## config.mk

```make
export PLATFORM = sky130hd
export DESIGN_NAME = flash_host
export DESIGN_NICKNAME = d
export VERILOG_FILES = /design/src/common/flash_host_pkg.sv /design/src/rtl/flash_host.sv
export SDC_FILE = /design/constraint.sdc
export NUM_CORES = 1
export LEC_CHECK = 0
export ABC_CLOCK_PERIOD_IN_PS = 5400
export BUFFER_PORTS_ARGS = -buffer_cell sky130_fd_sc_hd__buf_2
export CAP_MARGIN = 10
export CELL_PAD_IN_SITES_DETAIL_PLACEMENT = 1
export CELL_PAD_IN_SITES_GLOBAL_PLACEMENT = 2
export CORE_MARGIN = 2
export CORE_UTILIZATION = 33
export DETAILED_ROUTE_END_ITERATION = 12
export GPL_TIMING_DRIVEN = 0
export PLACE_DENSITY = 0.84
export SKIP_CTS_REPAIR_TIMING = 1
export SYNTH_ARGS = -nofsm -noshare
export SYNTH_HDL_FRONTEND = slang
export SYNTH_SLANG_ARGS = --single-unit
```

## constraint.sdc

```tcl
create_clock -name CLK_IN -period 5.4 [get_ports CLK_IN]
set_clock_uncertainty 0.05 [all_clocks]
set_input_delay 0.54 -clock CLK_IN [delete_from_list [all_inputs] [get_ports CLK_IN]]
set_output_delay 0.54 -clock CLK_IN [all_outputs]
set_load 0.03 [all_outputs]
```

## src/common/flash_host_pkg.sv

```systemverilog
package flash_host_pkg;

   // bus widths of the widest part in the family
   localparam int ADDR_W = 22;
   localparam int DATA_W = 16;

   // clock and pin timing; least times round up to whole cycles
   localparam int CLK_PERIOD_NS = 40;
   localparam int T_WE_LOW_NS   = 60;   // least write pulse width
   localparam int T_ACCESS_NS   = 110;  // output valid after select
   localparam int T_RESET_NS    = 100;  // least reset pulse width
   localparam int T_WAKE_NS     = 600;  // wait after reset release
   localparam logic [7:0] WE_CYC =
      8'((T_WE_LOW_NS + CLK_PERIOD_NS - 1) / CLK_PERIOD_NS);
   // access time plus two cycles spent in the data synchroniser
   localparam logic [7:0] RD_CYC =
      8'((T_ACCESS_NS + CLK_PERIOD_NS - 1) / CLK_PERIOD_NS + 2);
   localparam logic [7:0] RST_CYC =
      8'((T_RESET_NS + CLK_PERIOD_NS - 1) / CLK_PERIOD_NS);
   localparam logic [7:0] WAKE_CYC =
      8'((T_WAKE_NS + CLK_PERIOD_NS - 1) / CLK_PERIOD_NS);

   // command codes written to the command_interface
   localparam logic [7:0] CMD_READ_ARRAY = 8'hff;
   localparam logic [7:0] CMD_PROGRAM    = 8'h40;
   localparam logic [7:0] CMD_ERASE      = 8'h20;

   // status byte layout
   localparam int STAT_READY_BIT = 7;
   localparam logic [7:0] STAT_ERR_MASK = 8'h32;

   // block organisation, bottom parameter blocks, in words
   localparam int PARAM_BLOCKS = 8;
   localparam int PARAM_WORDS  = 4096;
   localparam int MAIN_WORDS   = 32768;
   localparam logic [21:0] PARAM_MASK = 22'(PARAM_WORDS - 1);
   localparam logic [21:0] MAIN_MASK  = 22'(MAIN_WORDS - 1);
   localparam logic [21:0] PARAM_TOP  = 22'(PARAM_BLOCKS * PARAM_WORDS);

   localparam logic [15:0] DQ_OE_WORD = 16'hffff;
   localparam logic [15:0] DQ_OE_BYTE = 16'h00ff;

   typedef enum logic [2:0] {
      OP_READ    = 3'h0,
      OP_WRITE   = 3'h1,
      OP_PROGRAM = 3'h2,
      OP_ERASE   = 3'h3,
      OP_SETMODE = 3'h4,
      OP_RESET   = 3'h5
   } op_t;

   typedef enum logic [1:0] {
      MODE_ARRAY  = 2'h0,
      MODE_ID     = 2'h1,
      MODE_STATUS = 2'h2,
      MODE_QUERY  = 2'h3
   } mode_t;

   typedef struct packed {
      op_t         op;
      mode_t       mode;   // read mode entered by OP_SETMODE
      logic [21:0] addr;
      logic [15:0] data;   // write data, command or erase confirm
   } req_t;

   typedef enum logic [8:0] {
      ST_IDLE  = 9'h001,
      ST_SETUP = 9'h002,
      ST_WELO  = 9'h004,
      ST_WEHI  = 9'h008,
      ST_GAP   = 9'h010,
      ST_RDLO  = 9'h020,
      ST_REND  = 9'h040,
      ST_RSTLO = 9'h080,
      ST_RSTWK = 9'h100
   } state_t;

endpackage

```

## src/rtl/flash_host.sv

```systemverilog
`timescale 1ns/1ns
// How it works
// - read strobes select, enable outputs, write high
// - write is select low, output high, write low
// - write protect held high for program, erase
// - read mode changes by its command, to status for program, erase, to array on reset
module flash_host (
   input  wire logic                   CLK_IN,
   input  wire logic                   RST_IN,
   input  wire logic                   REQ_IN,
   input  wire flash_host_pkg::req_t   REQ_DATA_IN,
   input  wire logic                   BYTE_MODE_IN,
   input  wire logic                   VPP_OK_IN,
   input  wire logic [15:0]            DQ_IN,
   output logic                        BUSY_OUT,
   output logic                        DONE_OUT,
   output logic                        ERR_OUT,
   output logic [15:0]                 RDATA_OUT,
   output flash_host_pkg::mode_t       MODE_OUT,
   output logic                        CE_N_OUT,
   output logic                        OE_N_OUT,
   output logic                        WE_N_OUT,
   output logic                        RESET_POWERDOWN_N_OUT,
   output logic                        WP_OUT,
   output logic [21:0]                 ADDR_OUT,
   output logic [15:0]                 DQ_OUT,
   output logic [15:0]                 DQ_OE_OUT
);
   import flash_host_pkg::*;

   state_t      state_r;     // sequencer state
   logic [7:0]  cnt_r;       // cycles left in a timed phase
   req_t        req_r;       // request under way
   logic        second_r;    // a second write pulse is pending
   logic        poll_r;      // status polling follows the writes
   logic        byte_r;      // byte-wide part, caught at accept
   logic [15:0] dq_s1_r;     // data synchroniser, first stage
   logic [15:0] dq_s2_r;     // data synchroniser, second stage
   logic        vpp_s1_r;    // supply monitor synchroniser
   logic        vpp_s2_r;
   logic [15:0] oe_mask;     // lanes the host may drive
   logic [21:0] blk_base;    // erase target rounded to its block

   assign oe_mask = byte_r ? DQ_OE_BYTE : DQ_OE_WORD;

   // parameter blocks sit at the bottom; above them main blocks
   assign blk_base = (REQ_DATA_IN.addr < PARAM_TOP) ?
                     (REQ_DATA_IN.addr & ~PARAM_MASK) :
                     (REQ_DATA_IN.addr & ~MAIN_MASK);

   // pins from the device and the supply monitor are asynchronous
   always_ff @(posedge CLK_IN) begin
      if (RST_IN) begin
         dq_s1_r  <= 16'h0000;
         dq_s2_r  <= 16'h0000;
         vpp_s1_r <= 1'b0;
         vpp_s2_r <= 1'b0;
      end else begin
         dq_s1_r  <= DQ_IN;
         dq_s2_r  <= dq_s1_r;
         vpp_s1_r <= VPP_OK_IN;
         vpp_s2_r <= vpp_s1_r;
      end
   end

   // sequencer and pin drivers; reset opens with a device reset so
   // the part is known to be in read-array mode afterwards
   always_ff @(posedge CLK_IN) begin
      if (RST_IN) begin
         state_r               <= ST_RSTLO;
         cnt_r                 <= RST_CYC - 8'h01;
         req_r                 <= '0;
         second_r              <= 1'b0;
         poll_r                <= 1'b0;
         byte_r                <= 1'b0;
         BUSY_OUT              <= 1'b1;
         DONE_OUT              <= 1'b0;
         ERR_OUT               <= 1'b0;
         RDATA_OUT             <= 16'h0000;
         MODE_OUT              <= MODE_ARRAY;
         CE_N_OUT              <= 1'b1;
         OE_N_OUT              <= 1'b1;
         WE_N_OUT              <= 1'b1;
         RESET_POWERDOWN_N_OUT <= 1'b0;
         WP_OUT                <= 1'b0;
         ADDR_OUT              <= 22'h000000;
         DQ_OUT                <= 16'h0000;
         DQ_OE_OUT             <= 16'h0000;
      end else begin
         DONE_OUT <= 1'b0;
         case (state_r)
            ST_IDLE: begin
               if (REQ_IN) begin
                  req_r    <= REQ_DATA_IN;
                  byte_r   <= BYTE_MODE_IN;
                  ERR_OUT  <= 1'b0;
                  BUSY_OUT <= 1'b1;
                  second_r <= 1'b0;
                  poll_r   <= 1'b0;
                  case (REQ_DATA_IN.op)
                     OP_RESET: begin
                        RESET_POWERDOWN_N_OUT <= 1'b0;
                        cnt_r   <= RST_CYC - 8'h01;
                        state_r <= ST_RSTLO;
                     end
                     OP_READ: begin
                        // identifier codes need upper address zero
                        ADDR_OUT <= (MODE_OUT == MODE_ID) ?
                           {21'h000000, REQ_DATA_IN.addr[0]} :
                           REQ_DATA_IN.addr;
                        CE_N_OUT <= 1'b0;
                        OE_N_OUT <= 1'b0;
                        cnt_r    <= RD_CYC - 8'h01;
                        state_r  <= ST_RDLO;
                     end
                     OP_PROGRAM, OP_ERASE: begin
                        if (!vpp_s2_r) begin
                           // device would fail it; refuse up front
                           ERR_OUT  <= 1'b1;
                           DONE_OUT <= 1'b1;
                           BUSY_OUT <= 1'b0;
                        end else begin
                           WP_OUT   <= 1'b1;
                           second_r <= 1'b1;
                           poll_r   <= 1'b1;
                           ADDR_OUT <= (REQ_DATA_IN.op == OP_ERASE) ?
                                       blk_base : REQ_DATA_IN.addr;
                           DQ_OUT   <= {8'h00,
                              (REQ_DATA_IN.op == OP_ERASE) ?
                              CMD_ERASE : CMD_PROGRAM};
                           DQ_OE_OUT <= BYTE_MODE_IN ?
                                        DQ_OE_BYTE : DQ_OE_WORD;
                           CE_N_OUT <= 1'b0;
                           state_r  <= ST_SETUP;
                        end
                     end
                     default: begin
                        // single bus write: plain data or mode command
                        ADDR_OUT  <= REQ_DATA_IN.addr;
                        DQ_OUT    <= REQ_DATA_IN.data;
                        DQ_OE_OUT <= BYTE_MODE_IN ?
                                     DQ_OE_BYTE : DQ_OE_WORD;
                        CE_N_OUT  <= 1'b0;
                        state_r   <= ST_SETUP;
                     end
                  endcase
               end
            end
            ST_SETUP: begin
               // output enable stays high for the whole write
               WE_N_OUT <= 1'b0;
               cnt_r    <= WE_CYC - 8'h01;
               state_r  <= ST_WELO;
            end
            ST_WELO: begin
               if (cnt_r == 8'h00) begin
                  WE_N_OUT <= 1'b1;
                  state_r  <= ST_WEHI;
               end else begin
                  cnt_r <= cnt_r - 8'h01;
               end
            end
            ST_WEHI: begin
               // data held one cycle past the rising edge
               CE_N_OUT  <= 1'b1;
               DQ_OE_OUT <= 16'h0000;
               state_r   <= ST_GAP;
            end
            ST_GAP: begin
               if (second_r) begin
                  // program data or erase confirm, same address
                  second_r  <= 1'b0;
                  DQ_OUT    <= req_r.data;
                  DQ_OE_OUT <= oe_mask;
                  CE_N_OUT  <= 1'b0;
                  state_r   <= ST_SETUP;
               end else if (poll_r) begin
                  // device answers status while it is busy
                  MODE_OUT <= MODE_STATUS;
                  CE_N_OUT <= 1'b0;
                  OE_N_OUT <= 1'b0;
                  cnt_r    <= RD_CYC - 8'h01;
                  state_r  <= ST_RDLO;
               end else begin
                  if (req_r.op == OP_SETMODE) begin
                     MODE_OUT <= req_r.mode;
                  end
                  DONE_OUT <= 1'b1;
                  BUSY_OUT <= 1'b0;
                  state_r  <= ST_IDLE;
               end
            end
            ST_RDLO: begin
               if (cnt_r == 8'h00) begin
                  RDATA_OUT <= dq_s2_r & oe_mask;
                  CE_N_OUT  <= 1'b1;
                  OE_N_OUT  <= 1'b1;
                  state_r   <= ST_REND;
               end else begin
                  cnt_r <= cnt_r - 8'h01;
               end
            end
            ST_REND: begin
               if (!poll_r) begin
                  DONE_OUT <= 1'b1;
                  BUSY_OUT <= 1'b0;
                  state_r  <= ST_IDLE;
               end else if (RDATA_OUT[STAT_READY_BIT]) begin
                  // machine finished; fold its error bits in
                  poll_r   <= 1'b0;
                  WP_OUT   <= 1'b0;
                  ERR_OUT  <= |(RDATA_OUT[7:0] & STAT_ERR_MASK);
                  DONE_OUT <= 1'b1;
                  BUSY_OUT <= 1'b0;
                  state_r  <= ST_IDLE;
               end else begin
                  CE_N_OUT <= 1'b0;
                  OE_N_OUT <= 1'b0;
                  cnt_r    <= RD_CYC - 8'h01;
                  state_r  <= ST_RDLO;
               end
            end
            ST_RSTLO: begin
               if (cnt_r == 8'h00) begin
                  RESET_POWERDOWN_N_OUT <= 1'b1;
                  cnt_r   <= WAKE_CYC - 8'h01;
                  state_r <= ST_RSTWK;
               end else begin
                  cnt_r <= cnt_r - 8'h01;
               end
            end
            ST_RSTWK: begin
               if (cnt_r == 8'h00) begin
                  // part comes back in read-array mode by itself
                  MODE_OUT <= MODE_ARRAY;
                  WP_OUT   <= 1'b0;
                  DONE_OUT <= 1'b1;
                  BUSY_OUT <= 1'b0;
                  state_r  <= ST_IDLE;
               end else begin
                  cnt_r <= cnt_r - 8'h01;
               end
            end
            default: begin
               state_r  <= ST_IDLE;
               BUSY_OUT <= 1'b0;
            end
         endcase
      end
   end
endmodule

```

==> impl_metrics.json <==
{
  "fill_cells": 2105,
  "slowest_stage": "nor3b_1",
  "final.setup.tns_ps": 0,
  "cts_htree_levels": 4,
  "grt_pass1_vias": 5766,
  "drt_iter0_drc": 228,
  "fin_nets": 925,
  "syn_inst": 699,
  "slew_headroom_pct": 45.56,
  "min_period_ps": 3127,
  "required_ps": 5700,
  "postSynthAreaPerCell_um2": 8.306,
  "cts_tree": "done",
  "worst_pin_slew_ps": 814.9,
  "syn_area_mm2": 0.005806,
  "place_congestion": 0.8765,
  "grt_max_degree": 17,
  "cts_buffer_depth": 2,
  "rsz0062_at_grt": "no",
  "fmax_mhz": 319.8,
  "synth_seq_area_share_pct": 48.62,
  "finalSetupViolCount": 0,
  "max_stage_delay_ps": 680,
  "ys_ff_latch": 141,
  "track_usage_pct": 21.66,
  "n_antenna_cell": 0,
  "hold_viol_final": 0,
  "yosysMostFrequentCell": "dfxtp_1",
  "synthArstFlopShare_pct": 0,
  "core_mm2": 0.01724,
  "use_met2_pct": 37.31,
  "cts.clk_slew.worst_paths_ps": 60,
  "portBuffers": 142,
  "drive_gt1_share_pct": 23.48,
  "use_met3_pct": 3.926,
  "synth_top_flop_cell": "dfxtp_1",
  "post-dp-hpwl_mm": 14.87,
  "root_buffer": "clkbuf_16",
  "synthDistinctLibCells": 62,
  "clock_latency_ps": 420,
  "drt_first_pass_iters": 4,
  "synth_common_cells": "141 x dfxtp_1, 134 x nand2_1, 83 x a21oi_1",
  "cp_top_family": "simple AND/OR/NAND/NOR gates",
  "yosysTopAreaCell": "dfxtp_1",
  "outcome": "finished, final reports clean",
  "yosys_warnings": 0,
  "irDropWorstVdd_mv": 0.2262,
  "maxSlewViolCount": 0,
  "netlist.area_leader.share_pct": 48.62,
  "crit_path_end_kind": "flip-flop",
  "die_area_mm2": 0.01867,
  "drc": 0,
  "synth-edff-count": 0,
  "cp_cell_sequence": "inv_1 -> ha_1 -> nor3b_1 -> nand2_1 -> nor2_1 -> clkbuf_1 -> nand3b_1 -> a21oi_1",
  "power_per_cell_area_mw_per_mm2": 415.0,
  "vias_per_cell": 5.132,
  "initial_core_util_pct": 33.68,
  "syn_nets": 764,
  "path_max_fanout": 10,
  "instances_no_fill": 1098,
  "met1_usage_pct": 27.43,
  "clock_sinks": 141,
  "timing.final.crit_share_pct": 57.91,
  "numCtsBuffers": 17,
  "startpoint_type": "flip-flop",
  "drtAntennaViolNets": 0,
  "fp-row-count": 48,
  "route.vias.total": 5635,
  "die_x_um": 136.6,
  "post_drt_wl_per_cell_um": 18.00,
  "maxCapViolations": 0,
  "criticalPathCategory": "flip-flop to flip-flop",
  "critical_path_buf_inv_count": 2,
  "die_h_um": 136.6,
  "busiest_layer": "met2",
  "synthTopCellsByArea": "dfxtp_1 49%, nand2_1 8.7%, a21oi_1 7.2%, nor2b_1 4.2%, nand3_1 3.7%",
  "power_leakage_nw": 2.906,
  "arrival_ps": 3430,
  "ios": 144,
  "routed_wl_mm": 19.76,
  "areaGrowthSynthToFinish_pct": 26.94,
  "globalRouteOverflowTotal": 0,
  "grt_pass1_wl_mm": 30.95,
  "antenna_found_initial": 0,
  "placedCellCount": 1066,
  "hp-class": "input pin to flip-flop"
}
==> area by class of cell <==
class	count	area [um2]	area share (%)
multi-input cells	490	2663	36.13
clock buffers	18	439.2	5.959
repair buffers	142	710.7	9.643
clock inverters	14	132.6	1.800
plain buffers	60	290.3	3.939
well taps	225	281.5	3.820
flip-flops and latches	141	2823	38.30
inverters	8	30.03	0.4075
==> placed cells by master, fill, tap and decap left out, types with 3 or more instances in the layout <==
cell type / instances
buf_2: 146
dfxtp_1: 141
nand2_1: 134
a21oi_1: 83
nand3_1: 43
clkbuf_1: 40
nor2b_1: 39
nor2_1: 39
nor3_1: 18
clkbuf_16: 17
a311oi_1: 15
buf_4: 14
o21ai_0: 12
nand2b_1: 10
nand3b_1: 10
inv_1: 8
nor4_1: 7
clkinvlp_4: 6
and3_1: 5
o211ai_1: 5
o21a_1: 5
mux2i_1: 4
a31oi_1: 4
inv_6: 4
nor4b_1: 3
xor2_1: 3
==> report_power, final <==
| part | internal [W] | switching, W | total [W] |
|---|---|---|---|
| sequential | 0.00111 | 0.0000536 | 0.00116 |
| clock | 0.000651 | 0.000488 | 0.00114 |
| combinational | 0.000274 | 0.000485 | 0.000759 |
==> cell families after synthesis <==
kind of cell | Yosys count | synth area share, %
adder cells (fa/ha/maj) | 1 | 0.2155
XOR/XNOR | 4 | 0.6036
flip-flops | 141 | 48.62
multiplexers | 6 | 1.078
AND/OR/NAND/NOR | 327 | 27.54
AO/OA/AOI/OAI | 152 | 16.42
buffers and inverters | 68 | 5.517
==> sequential cells by signal, indices dropped and copies added, names as in the netlist, 2 cells and up <==
name	flops
dq_s1_r	16
MODE_OUT	2
RDATA_OUT	16
req_r	21
dq_s2_r	16
ADDR_OUT	22
DQ_OUT	16
DQ_OE_OUT	2
cnt_r	8
state_r	9
==> metal layers <==
metal	share of wire [%]	routed length [um]	vias to the layer above
met5	0	0	-
met3	5.1	1017	19
li1	-	-	2736
met1	44	8715	2744
met2	49	9773	136
met4	1.3	256	0
==> worst paths after layout <==
kind	from	to	slack [ps]	depth (start not counted)
setup / recovery	cnt_r[0]	RDATA_OUT[13]	2270	8
hold / removal	DQ_IN[12]	dq_s1_r[12]	270	2
setup reg to reg	cnt_r[0]	RDATA_OUT[13]	2270	8
hold reg to reg	dq_s1_r[7]	dq_s2_r[7]	390	1
==> through the flow <==
| step | area [um2] | setup WS (ps) | utilization [%] | hold WS [ps] | total power (W) |
|---|---|---|---|---|---|
| 3_3_place_gp | 6798 | 2409 | 39.44 | 374.5 | 0.001900 |
| 5_1_grt | 7370 | 1939 | 42.76 | 280.1 | 0.003197 |
| 4_1_cts | 7370 | 2212 | 42.76 | 267.4 | 0.003071 |
| 3_5_place_dp | 6798 | 2240 | 39.44 | 381.4 | 0.001932 |
| 6_report | 7370 | 2273 | 42.76 | 274.2 | 0.003058 |
| 2_1_floorplan | 5806 | 3095 | - | 363.8 | 0.001704 |
Note: power is estimated with default switching activity, not from simulation.
